<file path="config.mk">
export PLATFORM = sky130hd
export DESIGN_NAME = ced_dispatch
export DESIGN_NICKNAME = d
export VERILOG_FILES = /design/src/rtl/ced_pkg.sv /design/src/rtl/ced_dispatch.sv
export SDC_FILE = /design/constraint.sdc
export NUM_CORES = 1
export LEC_CHECK = 0
export BUFFER_PORTS_ARGS = -buffer_cell sky130_fd_sc_hd__buf_2
export CELL_PAD_IN_SITES_DETAIL_PLACEMENT = 0
export CELL_PAD_IN_SITES_GLOBAL_PLACEMENT = 1
export CORE_AREA = 2 2 154 216
export DETAILED_ROUTE_END_ITERATION = 16
export DIE_AREA = 0 0 156 218
export PLACE_DENSITY = 0.91
export SLEW_MARGIN = 20
export SYNTH_ARGS = -nofsm -noshare
export SYNTH_HDL_FRONTEND = slang
export SYNTH_SLANG_ARGS = --single-unit
</file>
<file path="constraint.sdc">
create_clock -name sys_clk -period 4.8 [get_ports sys_clk]
set_input_delay 0.24 -clock sys_clk [delete_from_list [all_inputs] [get_ports sys_clk]]
set_output_delay 0.24 -clock sys_clk [all_outputs]
set_load 0.01 [all_outputs]
</file>
<file path="src/rtl/ced_pkg.sv">
// Purpose: Shared constants and types for the exception dispatch unit
// Assumes: 32-bit effective addresses and machine state
// Notes: Cause bit index doubles as the fixed priority rank, zero highest
package ced_pkg;
   // ----------------------------------------
   // Cause indices, highest priority first
   // ----------------------------------------
   localparam int NUM_CAUSE = 14;
   localparam logic [3:0] C_MCHK = 4'h0;
   localparam logic [3:0] C_DEBUG = 4'h1;
   localparam logic [3:0] C_CRIT = 4'h2;
   localparam logic [3:0] C_WDT = 4'h3;
   localparam logic [3:0] C_ITLB = 4'h4;
   localparam logic [3:0] C_ISI = 4'h5;
   localparam logic [3:0] C_PROG = 4'h6;
   localparam logic [3:0] C_SYSC = 4'h7;
   localparam logic [3:0] C_DTLB = 4'h8;
   localparam logic [3:0] C_DSI = 4'h9;
   localparam logic [3:0] C_ALIGN = 4'ha;
   localparam logic [3:0] C_EXT = 4'hb;
   localparam logic [3:0] C_FIT = 4'hc;
   localparam logic [3:0] C_PIT = 4'hd;
   // ----------------------------------------
   // Vector offsets
   // ----------------------------------------
   localparam logic [15:0] V_CRIT = 16'h0100;
   localparam logic [15:0] V_MCHK = 16'h0200;
   localparam logic [15:0] V_DSI = 16'h0300;
   localparam logic [15:0] V_ISI = 16'h0400;
   localparam logic [15:0] V_EXT = 16'h0500;
   localparam logic [15:0] V_ALIGN = 16'h0600;
   localparam logic [15:0] V_PROG = 16'h0700;
   localparam logic [15:0] V_FP_UNAVAIL = 16'h0800;
   localparam logic [15:0] V_SYSC = 16'h0c00;
   localparam logic [15:0] V_AUX_UNAVAIL = 16'h0f20;
   localparam logic [15:0] V_PIT = 16'h1000;
   localparam logic [15:0] V_FIT = 16'h1010;
   localparam logic [15:0] V_WDT = 16'h1020;
   localparam logic [15:0] V_DTLB = 16'h1100;
   localparam logic [15:0] V_ITLB = 16'h1200;
   localparam logic [15:0] V_DEBUG = 16'h2000;
   // ----------------------------------------
   // Machine state field positions and reset
   // ----------------------------------------
   localparam int MS_DR = 4;
   localparam int MS_IR = 5;
   localparam int MS_DE = 9;
   localparam int MS_ME = 12;
   localparam int MS_PR = 14;
   localparam int MS_EE = 15;
   localparam int MS_CE = 17;
   localparam logic [31:0] MS_RESET = 32'h0000_0000;
   localparam logic [31:0] ZERO32 = 32'h0000_0000;
   localparam logic [3:0] ZERO_CAUSE = 4'h0;
   // Memory access kinds in flight
   localparam logic [1:0] ACC_NONE = 2'h0;
   localparam logic [1:0] ACC_ALIGNED = 2'h1;
   localparam logic [1:0] ACC_CROSS = 2'h2;
   localparam logic [1:0] ACC_MULTI = 2'h3;

   typedef enum logic [1:0] {
      ST_IDLE = 2'b00,
      ST_DRAIN = 2'b01,
      ST_SAVE = 2'b10,
      ST_FETCH = 2'b11
   } ced_state_t;

   typedef struct packed {
      logic [3:0] cause;
      logic critical;
      logic syncr;
      logic precise;
      logic [15:0] offset;
   } ced_take_t;

   typedef struct packed {
      logic [1:0] kind;
      logic is_store;
      logic update_form;
      logic on_bus;
   } ced_access_t;
endpackage : ced_pkg

</file>
<file path="src/rtl/ced_dispatch.sv">
// Purpose: Exception classify, prioritise, save state and redirect fetch
// Assumes: Inputs synchronous to sys_clk; pipeline answers drain requests
// Notes: Interrupt inputs are levels held by their sources until cleared
`timescale 1ns/10ps

module ced_dispatch
   import ced_pkg::*;
(
   input wire logic sys_clk,
   input wire logic rst_b,
   input wire logic [NUM_CAUSE-1:0] exc_req,
   input wire logic debug_sync,
   input wire logic [31:0] return_ea,
   input wire logic [31:0] fault_ea,
   input wire logic [31:0] syndrome_in,
   input wire ced_access_t access,
   input wire logic pipe_drained,
   input wire logic rfi_req,
   input wire logic rfci_req,
   input wire logic [15:0] vector_base_reg,
   input wire logic state_wr_en,
   input wire logic [31:0] state_wr_data,
   output logic flush,
   output logic fetch_valid,
   output logic [31:0] fetch_addr,
   output ced_take_t take_info,
   output logic bus_req_inhibit,
   output logic reg_write_block,
   output logic base_update_block,
   output logic [31:0] noncrit_return_addr,
   output logic [31:0] noncrit_saved_state,
   output logic [31:0] crit_return_addr,
   output logic [31:0] crit_saved_state,
   output logic [31:0] machine_state_reg,
   output logic [31:0] exception_syndrome_reg,
   output logic [31:0] data_fault_addr_reg
);
   // ----------------------------------------
   // Decode helpers
   // ----------------------------------------
   function automatic logic [15:0] vec_of(input logic [3:0] c);
      case (c)
         C_MCHK: vec_of = V_MCHK;
         C_DEBUG: vec_of = V_DEBUG;
         C_CRIT: vec_of = V_CRIT;
         C_WDT: vec_of = V_WDT;
         C_ITLB: vec_of = V_ITLB;
         C_ISI: vec_of = V_ISI;
         C_PROG: vec_of = V_PROG;
         C_SYSC: vec_of = V_SYSC;
         C_DTLB: vec_of = V_DTLB;
         C_DSI: vec_of = V_DSI;
         C_ALIGN: vec_of = V_ALIGN;
         C_EXT: vec_of = V_EXT;
         C_FIT: vec_of = V_FIT;
         C_PIT: vec_of = V_PIT;
         default: vec_of = V_PROG;
      endcase
   endfunction : vec_of
   function automatic logic is_crit(input logic [3:0] c);
      is_crit = (c == C_MCHK) || (c == C_DEBUG) || (c == C_CRIT) || (c == C_WDT);
   endfunction : is_crit
   function automatic logic is_async(input logic [3:0] c);
      is_async = (c == C_MCHK) || (c == C_CRIT) || (c == C_WDT) || (c == C_EXT)
         || (c == C_FIT) || (c == C_PIT);
   endfunction : is_async
   function automatic logic sets_syndrome(input logic [3:0] c);
      sets_syndrome = (c == C_MCHK) || (c == C_DSI) || (c == C_ISI) || (c == C_PROG)
         || (c == C_DTLB);
   endfunction : sets_syndrome
   function automatic logic sets_fault_addr(input logic [3:0] c);
      sets_fault_addr = (c == C_DSI) || (c == C_ALIGN) || (c == C_DTLB);
   endfunction : sets_fault_addr

   // ----------------------------------------
   // Masking and selection
   // ----------------------------------------
   ced_state_t state;
   ced_state_t next_state;
   logic [NUM_CAUSE-1:0] enabled;
   logic any_req;
   logic [3:0] next_cause;
   logic aligned_on_bus;
   logic [3:0] cause;
   logic ret_crit;
   logic ret_busy;
   // An aligned access already on the bus finishes before anything is taken
   assign aligned_on_bus = access.on_bus && (access.kind == ACC_ALIGNED);
   always_comb begin
      enabled = exc_req;
      enabled[C_MCHK] = exc_req[C_MCHK] & machine_state_reg[MS_ME];
      enabled[C_DEBUG] = exc_req[C_DEBUG] & machine_state_reg[MS_DE];
      enabled[C_CRIT] = exc_req[C_CRIT] & machine_state_reg[MS_CE];
      enabled[C_WDT] = exc_req[C_WDT] & machine_state_reg[MS_CE];
      enabled[C_EXT] = exc_req[C_EXT] & machine_state_reg[MS_EE];
      enabled[C_FIT] = exc_req[C_FIT] & machine_state_reg[MS_EE];
      enabled[C_PIT] = exc_req[C_PIT] & machine_state_reg[MS_EE];
   end
   // Lowest index wins; masked ones drop out so lower ranks go ahead
   always_comb begin
      next_cause = ZERO_CAUSE;
      for (int i = NUM_CAUSE - 1; i >= 0; i--) begin
         if (enabled[i]) begin
            next_cause = i[3:0];
         end
      end
   end
   assign any_req = |enabled;

   // ----------------------------------------
   // Sequencer
   // ----------------------------------------
   always_comb begin
      next_state = state;
      case (state)
         ST_IDLE: begin
            if ((any_req || rfi_req || rfci_req) && !aligned_on_bus) begin
               next_state = ST_DRAIN;
            end
         end
         ST_DRAIN: begin
            if (pipe_drained) begin
               next_state = ST_SAVE;
            end
         end
         ST_SAVE: next_state = ST_FETCH;
         ST_FETCH: next_state = ST_IDLE;
         default: next_state = ST_IDLE;
      endcase
   end
   always_ff @(posedge sys_clk) begin
      if (!rst_b) begin
         state <= ST_IDLE;
      end else begin
         state <= next_state;
      end
   end
   // Latch the winner at entry so one interrupt is serviced at a time
   always_ff @(posedge sys_clk) begin
      if (!rst_b) begin
         cause <= ZERO_CAUSE;
         ret_busy <= 1'b0;
         ret_crit <= 1'b0;
      end else if (state == ST_IDLE && next_state == ST_DRAIN) begin
         cause <= next_cause;
         ret_busy <= !any_req;
         ret_crit <= rfci_req;
      end
   end

   // ----------------------------------------
   // Discard and access guards
   // ----------------------------------------
   always_ff @(posedge sys_clk) begin
      if (!rst_b) begin
         flush <= 1'b0;
         bus_req_inhibit <= 1'b0;
         reg_write_block <= 1'b0;
         base_update_block <= 1'b0;
      end else begin
         flush <= (next_state == ST_DRAIN);
         // Aligned scalars not yet on the bus are held off while an entry is pending
         bus_req_inhibit <= (next_state != ST_IDLE);
         // Crossing loads keep the register file untouched; multiples may not
         reg_write_block <= (next_state != ST_IDLE) && (access.kind == ACC_CROSS)
            && !access.is_store;
         base_update_block <= (next_state != ST_IDLE) && (access.kind != ACC_NONE)
            && access.update_form;
      end
   end

   // ----------------------------------------
   // Save registers and machine state
   // ----------------------------------------
   logic do_take;
   logic do_ret;
   assign do_take = (state == ST_SAVE) && !ret_busy;
   assign do_ret = (state == ST_SAVE) && ret_busy;

   always_ff @(posedge sys_clk) begin
      if (!rst_b) begin
         noncrit_return_addr <= ZERO32;
         noncrit_saved_state <= ZERO32;
         crit_return_addr <= ZERO32;
         crit_saved_state <= ZERO32;
      end else if (do_take && is_crit(cause)) begin
         crit_return_addr <= return_ea;
         crit_saved_state <= machine_state_reg;
      end else if (do_take) begin
         noncrit_return_addr <= return_ea;
         noncrit_saved_state <= machine_state_reg;
      end
   end

   always_ff @(posedge sys_clk) begin
      if (!rst_b) begin
         machine_state_reg <= MS_RESET;
      end else if (do_ret) begin
         machine_state_reg <= ret_crit ? crit_saved_state : noncrit_saved_state;
      end else if (do_take) begin
         machine_state_reg[MS_PR] <= 1'b0;
         machine_state_reg[MS_IR] <= 1'b0;
         machine_state_reg[MS_DR] <= 1'b0;
         machine_state_reg[MS_EE] <= 1'b0;
         if (is_crit(cause)) begin
            machine_state_reg[MS_CE] <= 1'b0;
            machine_state_reg[MS_DE] <= 1'b0;
         end
         if (cause == C_MCHK) begin
            machine_state_reg[MS_ME] <= 1'b0;
         end
      end else if (state_wr_en) begin
         // Software load loses to an entry or return in the same cycle
         machine_state_reg <= state_wr_data;
      end
   end
   always_ff @(posedge sys_clk) begin
      if (!rst_b) begin
         exception_syndrome_reg <= ZERO32;
      end else if (do_take && sets_syndrome(cause)) begin
         exception_syndrome_reg <= syndrome_in;
      end
   end
   always_ff @(posedge sys_clk) begin
      if (!rst_b) begin
         data_fault_addr_reg <= ZERO32;
      end else if (do_take && sets_fault_addr(cause)) begin
         data_fault_addr_reg <= fault_ea;
      end
   end

   // ----------------------------------------
   // Handler fetch, on the same edge that loads the new state
   // ----------------------------------------
   always_ff @(posedge sys_clk) begin
      if (!rst_b) begin
         fetch_valid <= 1'b0;
         fetch_addr <= ZERO32;
         take_info <= '0;
      end else begin
         fetch_valid <= (state == ST_SAVE);
         if (do_take) begin
            fetch_addr <= {vector_base_reg, vec_of(cause)};
            take_info.cause <= cause;
            take_info.critical <= is_crit(cause);
            take_info.syncr <= (cause == C_DEBUG) ? debug_sync : !is_async(cause);
            take_info.precise <= (cause != C_MCHK);
            take_info.offset <= vec_of(cause);
         end else if (do_ret) begin
            fetch_addr <= ret_crit ? crit_return_addr : noncrit_return_addr;
         end
      end
   end

   // ----------------------------------------
   // Checks
   // ----------------------------------------
   property p_fetch_addr;
      @(posedge sys_clk) disable iff (!rst_b)
      do_take |=> fetch_valid && fetch_addr == {$past(vector_base_reg), vec_of($past(cause))};
   endproperty
   a_fetch_addr: assert property (p_fetch_addr) else $error("Handler address wrong");
   property p_crit_pair;
      @(posedge sys_clk) disable iff (!rst_b)
      do_take && is_crit(cause) |=> $stable(noncrit_return_addr) && crit_return_addr == $past(return_ea);
   endproperty
   a_crit_pair: assert property (p_crit_pair) else $error("Critical save pair wrong");
   property p_noncrit_pair;
      @(posedge sys_clk) disable iff (!rst_b)
      do_take && !is_crit(cause) |=> noncrit_saved_state == $past(machine_state_reg)
         && $stable(crit_saved_state);
   endproperty
   a_noncrit_pair: assert property (p_noncrit_pair) else $error("Noncritical save pair wrong");
   property p_syndrome_keep;
      @(posedge sys_clk) disable iff (!rst_b)
      do_take && !sets_syndrome(cause) |=> $stable(exception_syndrome_reg);
   endproperty
   a_syndrome_keep: assert property (p_syndrome_keep) else $error("Syndrome changed");
   property p_fault_keep;
      @(posedge sys_clk) disable iff (!rst_b)
      do_take |=> (sets_fault_addr($past(cause)) ? data_fault_addr_reg == $past(fault_ea)
         : $stable(data_fault_addr_reg));
   endproperty
   a_fault_keep: assert property (p_fault_keep) else $error("Fault address wrong");
   property p_real_mode;
      @(posedge sys_clk) disable iff (!rst_b)
      do_take |=> !machine_state_reg[MS_PR] && !machine_state_reg[MS_IR]
         && !machine_state_reg[MS_DR] && fetch_valid;
   endproperty
   a_real_mode: assert property (p_real_mode) else $error("Not privileged real mode");
   property p_drain_first;
      @(posedge sys_clk) disable iff (!rst_b)
      state == ST_DRAIN && !pipe_drained |=> !fetch_valid ##1 !fetch_valid;
   endproperty
   a_drain_first: assert property (p_drain_first) else $error("Fetch before drain");
   property p_bus_guard;
      @(posedge sys_clk) disable iff (!rst_b)
      state == ST_IDLE && aligned_on_bus |=> state == ST_IDLE;
   endproperty
   a_bus_guard: assert property (p_bus_guard) else $error("Bus access interrupted");
   property p_precise;
      @(posedge sys_clk) disable iff (!rst_b)
      fetch_valid && !ret_busy |-> take_info.precise == (take_info.cause != C_MCHK);
   endproperty
   a_precise: assert property (p_precise) else $error("Precision class wrong");
   property p_ret_state;
      @(posedge sys_clk) disable iff (!rst_b)
      do_ret && ret_crit |=> machine_state_reg == $past(crit_saved_state)
         && fetch_addr == $past(crit_return_addr);
   endproperty
   a_ret_state: assert property (p_ret_state) else $error("Critical return wrong");
endmodule : ced_dispatch

</file>
# ---- After elaboration in Yosys (flattened, before gate mapping)
# Memories as Yosys holds them, arrays and structs flattened. A register that Yosys moved wholly into a read port is not among the register bits.
# Index checks and enable logic that the tools add are counted.
dict set report word_totals {
  regBits 292
  rom_bits 256
  inputBits 170
  out_inout_bits 284
  elab_cells 141
  memories 2
}
dict set report op_classes {
  n_eq_ne 20
  n_mux 39
  bitwise 8
  reduce_logical 47
}
# memory depth width read_ports rd_clocked_by_memory_dff write_ports line
set mem_list {}
lappend mem_list {{(no name shown)} 16 8 1 1 0 ced_dispatch.sv:42} ;# case (c)
lappend mem_list {{(no name shown)} 16 8 1 1 0 ced_dispatch.sv:42}
# operator n
set op_table {}
lappend op_table {{two-way mux 32 bit} 6}
lappend op_table {{two-way mux 4 bit} 17}
lappend op_table {{== test 4 bit, second input constant} 6}
lappend op_table {{logical OR 1 bit} 16}
lappend op_table {{two-way mux 14 bit} 1}
lappend op_table {{OR reduction 14 bit} 1}
lappend op_table {{logical AND 1 bit} 12}
lappend op_table {{two-way mux 2 bit} 5}
lappend op_table {{== test 4 x 2 -> 1 bit, second input constant} 2}
lappend op_table {{== test 4 x 3 -> 1 bit, second input constant} 2}
lappend op_table {{two-way mux 1 bit} 8}
lappend op_table {{one-hot mux 2 bit (4 select lines)} 1}
lappend op_table {{AND reduction 2 bit} 4}
lappend op_table {{nonzero test 2 bit} 4}
lappend op_table {{bitwise AND 1 bit} 7}
lappend op_table {{== test 2 x 1 -> 1 bit, second input constant} 3}
lappend op_table {{== test 2 bit, second input constant} 3}
lappend op_table {{logical NOT 1 bit} 6}
lappend op_table {{inequality test 3 x 1 -> 1 bit, second input constant} 2}
lappend op_table {{== test 4 x 1 -> 1 bit, second input constant} 1}
lappend op_table {{logical NOT 4 bit} 1}
lappend op_table {{nonzero test 4 bit} 1}
lappend op_table {{two-way mux 3 bit} 1}
lappend op_table {{nonzero test 3 bit} 1}
lappend op_table {{other kinds (3)} 3}

# ---- Depth between registers and ports, before layout
# Gate-level depths: netlist of run 1.
dict set report logic_depth {
  ltp_word 17
  mapped_depth 10
  mapped_depth_nobuf 10
}

# ---- Worst setup path after synthesis of run 1
# No wires, ideal clock.
dict set report synth_path {
  kind {register to register}
  startpoint {reg machine_state_reg[9]}
  endpoint {reg (tool-made name)}
  setup_ns 0.129
  arrival_time_ns 2.092
  slack_ns 2.579
  stages_incl_launch_ff 10
  synth_period_minus_slack_ns 2.221
  path_cell_list {dfxtp_1 -> a22oi_2 -> and3_4 -> a41oi_4 -> mux2i_2 -> nor2_2 -> inv_2 -> ha_1 -> o2111ai_2 -> o221ai_2}
}
# item line
set synth_rtl {}
lappend synth_rtl {{start: declaration} ced_dispatch.sv:34} ;# output logic [31:0] machine_state_reg,
lappend synth_rtl {{start signal: assignment} ced_dispatch.sv:199} ;# machine_state_reg <= ret_crit ? crit_saved_state : noncrit_saved_state;
lappend synth_rtl {{start signal: assignment} ced_dispatch.sv:214} ;# machine_state_reg <= state_wr_data;

# ---- Worst setup path in the final report of run 1
dict set report layout_path {
  startpoint {reg cause[1]}
  endpoint {reg crit_saved_state[28]}
}
dict set report layout_via {
  elab_chain_cells 5
}
# item line
set layout_rtl {}
lappend layout_rtl {{start: declaration} ced_dispatch.sv:84} ;# logic [3:0] cause;
lappend layout_rtl {{start signal: assignment} ced_dispatch.sv:145} ;# cause <= next_cause;
lappend layout_rtl {{== test 4 x 1 -> 1 bit or logical NOT 4 bit (tied branches)} ced_dispatch.sv:61} ;# is_crit = (c == C_MCHK) || (c == C_DEBUG) || (c == C_CRIT) || (c == C_WDT);
lappend layout_rtl {{logical OR 1 bit (2 in series)} ced_dispatch.sv:61}
lappend layout_rtl {{logical OR 1 bit (*)} ced_dispatch.sv:61}
lappend layout_rtl {{logical AND 1 bit (*)} ced_dispatch.sv:186} ;# end else if (do_take && is_crit(cause)) begin
lappend layout_rtl {{end signal: assignment} ced_dispatch.sv:188} ;# crit_saved_state <= machine_state_reg;
lappend layout_rtl {{end: declaration} ced_dispatch.sv:33} ;# output logic [31:0] crit_saved_state,
# Mark *: on every way between the ends. The rest lies on a longest branch, timed or not.
# A chain may end at the register's enable or synchronous reset.

==> impl_metrics.tcl, run 1 <==
set metrics [dict create \
    clockBufferDepth 3 \
    total_switching_power_w 0.00144 \
    per_cell_routed_wire_length_um 17.5 \
    critical-path-slowest-cell "nand2_2" \
    final-seq-area_um2 5850 \
    fillers 3013 \
    p_int_w 0.00411 \
    postCtsResizedCells 0 \
    timing.critical_path.from_type "flop" \
    synth.top_cells.by_count "417 x nand2_1, 292 x dfxtp_1, 271 x a21oi_1, 149 x nor2_1, 72 x clkbuf_1" \
    wire_length_of_the_first_global_routing_pass_mm 63.0 \
    ys_types 65 \
    ant_nets 0 \
    place_congestion 0.876 \
    numClockSinks 292 \
    ios 454 \
    htree_levels 1 \
    finalHoldViolations 0 \
    fin_setup_tns_ns 0 \
    clkTransAtPathRegs_ns 0.06 \
    share_seq_of_total_power_pct 46.8 \
    die_width_um 156 \
    all_layer_global_routing_usage_pct 23.2 \
    design.die.area_um2 34000 \
    synth_edf_count 0 \
    synth_top_area_share_pct 48.8 \
    rows 78 \
    yosys_warnings 0 \
    r2r_cells 8 \
    dpl-instance-area_um2 14300 \
    place.port_buffers 445 \
    iteration_0_drc_markers 692 \
    finalCoreUtilization_pct 50.8 \
    worst_hold_path.num_cells 3 \
    post-cts-setup-buffers 0 \
    global_route.overflow_total 0 \
    cts-buffers-inserted 29 \
    design_area_um2 16300 \
    crit_required_ns 5.25 \
    routed_wirelength_mm 41.9 \
    post_drt_via_cell_ratio 5.09 \
    unrepaired_setup_endpoints_after_global_routing "false" \
    proportion_of_layout_cells_with_a_drive_suffix_above_1_pct 27.1 \
    dr.pass1.iters 5 \
    synth-async-reset-ratio_pct 0 \
    yosysSeqAreaShare_pct 48.8 \
    worstPathMaxFanout 36 \
    synth_area_leaders "dfxtp_1 49%, nand2_1 13%, a21oi_1 11%, mux2i_1 5.9%, nor2_1 4.7%" \
    area_of_the_multi_input_gates_um2 5570 \
    crit-reg2reg-launch "cause[1]$_SDFFE_PN0N_" \
    outcome "finished, final reports clean" \
    worstHoldPathType "primary input to flop" \
    fmaxAchievable_mhz 328 \
    initial_utilization_pct 37.3 \
    vias_in_the_first_global_route 11600 \
    cellPowerDensity_nw_per_um2 341 \
    maxSlewViolCount 0 \
    grt_antenna_before_repair 6 \
    period_minus_slack_ns 3.05 \
    post_synth.cell_area_avg_um2 8.02 \
    power.static_leakage_nw 6.85 \
    min-delay-start "state_wr_data[17]" \
    reg2reg_slack_ns 1.75 \
    timing.critical_path.slowest_cell_delay_ns 0.62 \
    cts-hold-fix-buffers 102 \
    max-vdd-ir-drop_v 0.000299 \
    reg2reg_to "crit_saved_state[28]$_SDFFE_PN0P_" \
    synth_area_leader_cell "dfxtp_1" \
    timing_worst_setup_path_type "flop to flop" \
    synthCells 1495 \
    post_synth_design_cell_area_um2 12000 \
    tightestPinTransition_ns 1.08 \
    dieHeight_um 218 \
    synthToLayoutAreaGrowth_pct 36.0 \
    p_sw_share_pct 25.9 \
    drv.max_cap_violation_count 0 \
    cts.root.buffer_cell "clkbuf_16" \
    drcViolationCount 0 \
    slew_headroom_pct 28.0 \
    dr_total_vias 12200 \
    design.core.area_um2 32100 \
    grt_max_degree 164 \
    estimated_wirelength_of_the_detail_placed_design_mm 28.1 \
    critPathArrivalTime_ns 3.51 \
    yosys.cell_count.top_type "nand2_1" \
    timing.critical_path.cells "inv_1 -> ha_1 -> or3_4 -> o21a_1 -> nand2_2 -> buf_4 -> nand2_1 -> a21oi_1" \
    synth-seq-cells 292 \
    comb_power_share_pct 12.6 \
    power_frac_clock_pct 40.7 \
    finalSetupViolations 0 \
    skew_ns 0.0217 \
    min_period_over_period_pct 63.6 \
    timing.critical_path.to_type "flop" \
    nets 2152 \
    worst_hold_path.endpoint "machine_state_reg[17]$_SDFFE_PN0P_" \
    synth_top_flop_cell "dfxtp_1" \
    clock_network_latency_to_the_later_pin_of_the_worst_skew_pair_ns 0.56 \
    tritoncts_clock_tree "yes" \
]
layer usage:
| metal | share of wire [%] | global-route usage, % | up-vias | wire length, um |
|---|---|---|---|---|
| met2 | 50 | 41.6 | 494 | 21100 |
| met5 | 0.057 | 0 | - | 24 |
| met3 | 7.1 | 4.79 | 94 | 2950 |
| met1 | 39 | 26.3 | 5668 | 16200 |
| li1 | - | - | 5958 | - |
| met4 | 4.0 | 10.7 | 4 | 1660 |
through the flow:
step                setup WS [ns]  total power [W]  hold slack, ns  instances
global placement             1.88          0.00326           0.410       2240
CTS                          1.71          0.00560          0.0318       2395
floorplan                    2.58          0.00301           0.317       1502
detailed placement           1.78          0.00328           0.418       2240
global route                 1.47          0.00576          0.0857       2398
finish                       1.75          0.00555          0.0556       2400
power by group through the flow:
stage | Clock (W) | Combinational (W) | Sequential [W]
floorplan | 0 | 0.000371 | 0.00264
global placement | 0 | 0.000617 | 0.00265
detailed placement | 0 | 0.000626 | 0.00265
CTS | 0.00231 | 0.000694 | 0.00260
global route | 0.00239 | 0.000762 | 0.00261
finish | 0.00226 | 0.000698 | 0.00260
worst max-delay path, delay by kind of cell (launching register included):
kind                       cells  cell delay, ns
and+or+nand+nor                3            1.15
adders and majority gates      1            0.30
DFF                            1            0.45
buffers and inverters          2            0.62
AOI/OAI and AO/OA              2            0.37
area by class of cell:
cell class,count,share of cell area [%]
clock buffer,47,5.23
multi-input combinational,1075,34.1
clock inverter,6,0.507
antenna,5,0.0767
inverter,14,0.368
sequential,292,35.9
timing repair buffer,561,20.7
tap,400,3.07
logic make-up after synthesis:
group | Yosys count | synth area share (%)
flops | 292 | 48.8
compound gates | 373 | 18.3
simple gates | 612 | 20.5
mux | 73 | 6.14
fa+ha+maj | 9 | 0.939
buf+inv | 135 | 5.39
other cells | 1 | 0.0313
layout by cell type, fill, tap and decap left out, types with 4 or more instances in the layout:
cell | Yosys | routed
nand2_1 | 417 | 415
dlygate4sd3_1 | 0 | 102
nor2_1 | 149 | 147
a211oi_1 | 55 | 55
o22ai_1 | 4 | 4
diode_2 | 0 | 5
inv_1 | 11 | 11
ha_1 | 9 | 9
conb_1 | 1 | 8
buf_2 | 21 | 445
nor2b_1 | 9 | 9
clkbuf_1 | 72 | 12
o311a_1 | 4 | 4
dfxtp_1 | 292 | 290
nor3_1 | 5 | 5
clkbuf_16 | 0 | 29
mux2i_1 | 71 | 71
nand3_1 | 5 | 4
buf_4 | 14 | 12
clkbuf_8 | 0 | 6
a21oi_1 | 271 | 270
o21ai_0 | 9 | 9
worst max-delay path by stage:
| stage | start | endpoint | slack [ns] |
|---|---|---|---|
| floorplan | machine_state_reg[9]$_SDFFE_PN0P_ | flop | 2.58 |
| global placement | cause[1]$_SDFFE_PN0N_ | crit_saved_state[22]$_SDFFE_PN0P_ | 1.88 |
| detailed placement | cause[1]$_SDFFE_PN0N_ | crit_saved_state[11]$_SDFFE_PN0P_ | 1.78 |
| CTS | cause[1]$_SDFFE_PN0N_ | crit_saved_state[11]$_SDFFE_PN0P_ | 1.71 |
| global route | cause[1]$_SDFFE_PN0N_ | crit_saved_state[28]$_SDFFE_PN0P_ | 1.47 |
| finish | cause[1]$_SDFFE_PN0N_ | crit_saved_state[28]$_SDFFE_PN0P_ | 1.75 |
Power figures use the tool's default switching activity.
==> run 2: changes to the inputs <==
--- a/config.mk
+++ b/config.mk
@@ -5,13 +5,14 @@
 export SDC_FILE = /design/constraint.sdc
 export NUM_CORES = 1
 export LEC_CHECK = 0
+export ABC_AREA = 1
 export BUFFER_PORTS_ARGS = -buffer_cell sky130_fd_sc_hd__buf_2
 export CELL_PAD_IN_SITES_DETAIL_PLACEMENT = 0
 export CELL_PAD_IN_SITES_GLOBAL_PLACEMENT = 1
-export CORE_AREA = 2 2 154 216
+export CORE_AREA = 2 2 168 236
 export DETAILED_ROUTE_END_ITERATION = 16
-export DIE_AREA = 0 0 156 218
-export PLACE_DENSITY = 0.91
+export DIE_AREA = 0 0 170 238
+export PLACE_DENSITY = 0.82
 export SLEW_MARGIN = 20
 export SYNTH_ARGS = -nofsm -noshare
 export SYNTH_HDL_FRONTEND = slang
==> constraint.sdc (replaced) <==
create_clock -name sys_clk -period 2.8 [get_ports sys_clk]
set_input_delay 0.14 -clock sys_clk [delete_from_list [all_inputs] [get_ports sys_clk]]
set_output_delay 0.14 -clock sys_clk [all_outputs]
set_load 0.01 [all_outputs]
==> run 2 against run 1 <==
Effect of this change:
- final area is 3.9% higher
- highest routed layer is now met4
- sequential power grew 77%
- die area increased by 19%
- sequential share of layout area is 1.3 points lower
- largest cell class unchanged
==> impl_metrics.tcl, run 2 <==
set metrics [dict create \
    synthToLayoutAreaGrowth_pct 43.7 \
    timing.critical_path.cells "nand2_1 -> nand2_1 -> inv_1 -> nand2_1 -> nor2_2 -> nand3_2 -> nand2_4 -> a21oi_1 -> nand2_1 -> dlygate4sd3_1 -> nand2_1 -> nand2_4 -> ha_4 -> inv_1 -> nand2_1 -> nand2_1 -> nor2_1 -> nor2_1 -> nand2_1" \
    worstPathMaxFanout 10 \
    clkTransAtPathRegs_ns 0.07 \
    dieHeight_um 238 \
    max-vdd-ir-drop_v 0.000450 \
    rows 85 \
    critPathBufInv 3 \
    post_synth_design_cell_area_um2 11800 \
    drcViolationCount 0 \
    timing.critical_path.mode_cell "nand2_1" \
    tightestPinTransition_ns 1.10 \
    estimated_wirelength_of_the_detail_placed_design_mm 30.3 \
    initial_utilization_pct 30.8 \
    htree_levels 1 \
    yosys_warnings 0 \
    cts-buffers-inserted 30 \
    ant_nets 0 \
    crit_required_ns 3.26 \
    synth-compound-area-share_pct 21.0 \
    share_of_synthesized_cell_area_in_and_or_nand_and_nor_gates_pct 18.8 \
    worstHoldPathType "primary input to flop" \
    timing_worst_setup_path_type "flop to flop" \
    synth.top_cells.by_count "292 x dfxtp_1, 256 x nand2_1, 222 x nor2_1, 212 x o21ai_0, 135 x a21oi_1" \
    period_minus_slack_ns 2.60 \
    outcome "finished, final reports clean" \
    routed_wirelength_mm 44.4 \
    skew_ns 0.0129 \
    xor_xnor_share_of_the_synthesized_area_pct 0 \
    yosys.cell_count.top_type "dfxtp_1" \
    fin_setup_tns_ns 0 \
    maxSlewViolCount 0 \
    timing.critical_path.slowest_cell_delay_ns 0.56 \
    timing.critical_path.from_type "flop" \
    min-delay-start "exc_req[1]" \
    synth_edf_count 0 \
    finalSetupViolations 0 \
    all_layer_global_routing_usage_pct 20.8 \
    power.static_leakage_nw 7.86 \
    critical_path.top_delay_family "simple AND/OR/NAND/NOR gates" \
    grt_antenna_before_repair 2 \
    final_cell_mix "444 x buf_2, 288 x dfxtp_1, 255 x nand2_1, 221 x nor2_1, 212 x o21ai_0" \
    ys_types 37 \
    clockBufferDepth 3 \
    place.port_buffers 445 \
    crit-reg2reg-launch "machine_state_reg[9]$_SDFFE_PN0P_" \
    synth_top_flop_cell "dfxtp_1" \
    synth-seq-cells 292 \
    synth_area_leaders "dfxtp_1 50%, o21ai_0 9.0%, nand2_1 8.1%, nor2_1 7.1%, a21oi_1 5.7%" \
    iteration_0_drc_markers 504 \
    critical-path-slowest-cell "dlygate4sd3_1" \
    timing.critical_path.to_type "flop" \
    per_cell_routed_wire_length_um 17.1 \
    tritoncts_clock_tree "yes" \
    clock_network_latency_to_the_later_pin_of_the_worst_skew_pair_ns 0.57 \
    critPathArrivalTime_ns 3.06 \
    cts.root.buffer_cell "clkbuf_16" \
    post-cts-setup-buffers 0 \
    design.die.area_um2 40500 \
    place_congestion 0.822 \
    cellPowerDensity_nw_per_um2 616 \
    drv.max_cap_violation_count 0 \
    worst_hold_path.num_cells 6 \
    dr.pass1.iters 5 \
    nets 2281 \
    synthCells 1563 \
    die_width_um 170 \
    numClockSinks 292 \
    synth-async-reset-ratio_pct 0 \
    synth_mux_area_share_pct 1.02 \
    r2r_cells 19 \
    main_combinational_cell_family_by_area_after_synthesis "compound AO/OA/AOI/OAI gates" \
    synth_area_leader_cell "dfxtp_1" \
    wire_length_of_the_first_global_routing_pass_mm 66.4 \
    layout.cells.most_common "buf_2" \
    design.core.area_um2 38300 \
    fmaxAchievable_mhz 385 \
    synth-adder-area-share_pct 0.955 \
    dpl-instance-area_um2 14400 \
    global_route.overflow_total 0 \
    finalHoldViolations 0 \
    design_area_um2 16900 \
    post_drt_via_cell_ratio 4.82 \
    ios 454 \
    min_period_over_period_pct 92.7 \
    dr_total_vias 12600 \
    synth_top_area_share_pct 49.6 \
    proportion_of_layout_cells_with_a_drive_suffix_above_1_pct 25.8 \
    reg2reg_slack_ns 0.20 \
    vias_in_the_first_global_route 11900 \
    slew_headroom_pct 26.3 \
    finalCoreUtilization_pct 44.3 \
    grt_max_degree 95 \
    yosysSeqAreaShare_pct 49.6 \
    post_synth.cell_area_avg_um2 7.54 \
]
run 2: cell types whose count changed after synthesis, sizes merged, moves of 4 or more:
cell | before | now
a211oi | 55 | 3
a31oi | 0 | 35
inv | 13 | 126
nor3 | 8 | 4
mux2i | 72 | 12
o21ai | 15 | 228
nand2 | 418 | 259
nor2 | 152 | 231
o211ai | 1 | 48
o311a | 4 | 0
a21oi | 271 | 136
nand3 | 5 | 50
nor2b | 9 | 0
run 2: how the worst max path moves through the flow:
stage	start	to	slack (ns)	cells after the start
2_1_floorplan	machine_state_reg[15]$_SDFFE_PN0P_	flop	0.82	22
3_3_place_gp	cause[1]$_SDFFE_PN0N_	noncrit_return_addr[18]$_SDFFE_PN0P_	0.44	9
3_5_place_dp	cause[1]$_SDFFE_PN0N_	noncrit_saved_state[24]$_SDFFE_PN0P_	0.31	9
4_1_cts	machine_state_reg[15]$_SDFFE_PN0P_	flop	0.05	23
5_1_grt	machine_state_reg[9]$_SDFFE_PN0P_	flop	-0.02	19
6_report	machine_state_reg[9]$_SDFFE_PN0P_	flop	0.20	19
run 2: cell families after synthesis:
| kind of cell | after synthesis |
|---|---|
| simple gates | 548 |
| mux | 12 |
| other cells | 1 |
| fa+ha+maj | 9 |
| compound gates | 455 |
| buf+inv | 246 |
| flops | 292 |
run 2: power breakdown:
part / total, W / internal (W) / switching (W)
sequential: 0.00459 / 0.00440 / 0.000190
combinational: 0.00163 / 0.000657 / 0.000978
clock: 0.00421 / 0.00251 / 0.00170
run 2: area by class of cell:
| class | count | area, um2 |
|---|---|---|
| well taps | 478 | 598 |
| fillers | 3864 | 21300 |
| clock inverters | 10 | 160 |
| diodes | 2 | 5.00 |
| flip-flops and latches | 292 | 5860 |
| clock buffers | 42 | 867 |
| multi-input cells | 1032 | 5000 |
| repair buffers | 619 | 3980 |
| inverters | 127 | 477 |
run 2: per-stage QoR:
step	hold slack (ns)	std cells	total power [W]	setup slack (ns)
after floorplan	0.218	1570	0.00549	0.823
after global placement	0.307	2396	0.00612	0.443
after detailed placement	0.321	2396	0.00614	0.310
after CTS	0.00867	2600	0.0106	0.0467
after global routing	0.0552	2602	0.0109	-0.0156
final	0.0383	2602	0.0104	0.205
run 2: worst min-delay path: stages:
cell,delay [ns]
buf_2,0.07
nand2_1,0.06
nand2_1,0.06
nand2_1,0.06
nand3_1,0.09
nand2_1,0.07
run 2: routing by layer:
| layer | vias to the layer above | global-route usage [%] | share of wire [%] |
|---|---|---|---|
| li1 | 6203 | - | - |
| met1 | 5776 | 22.8 | 39 |
| met2 | 486 | 38.1 | 50 |
| met3 | 86 | 5.04 | 7.7 |
| met4 | 0 | 8.21 | 3.7 |
| met5 | - | 0 | 0 |
run 2: repair_timing:
item | 4_1_cts | 5_1_grt
gates resized for setup | 0 | 7
setup endpoints to repair | 0 | 4
hold buffers | 152 | 0
hold endpoints to repair | 183 | 0
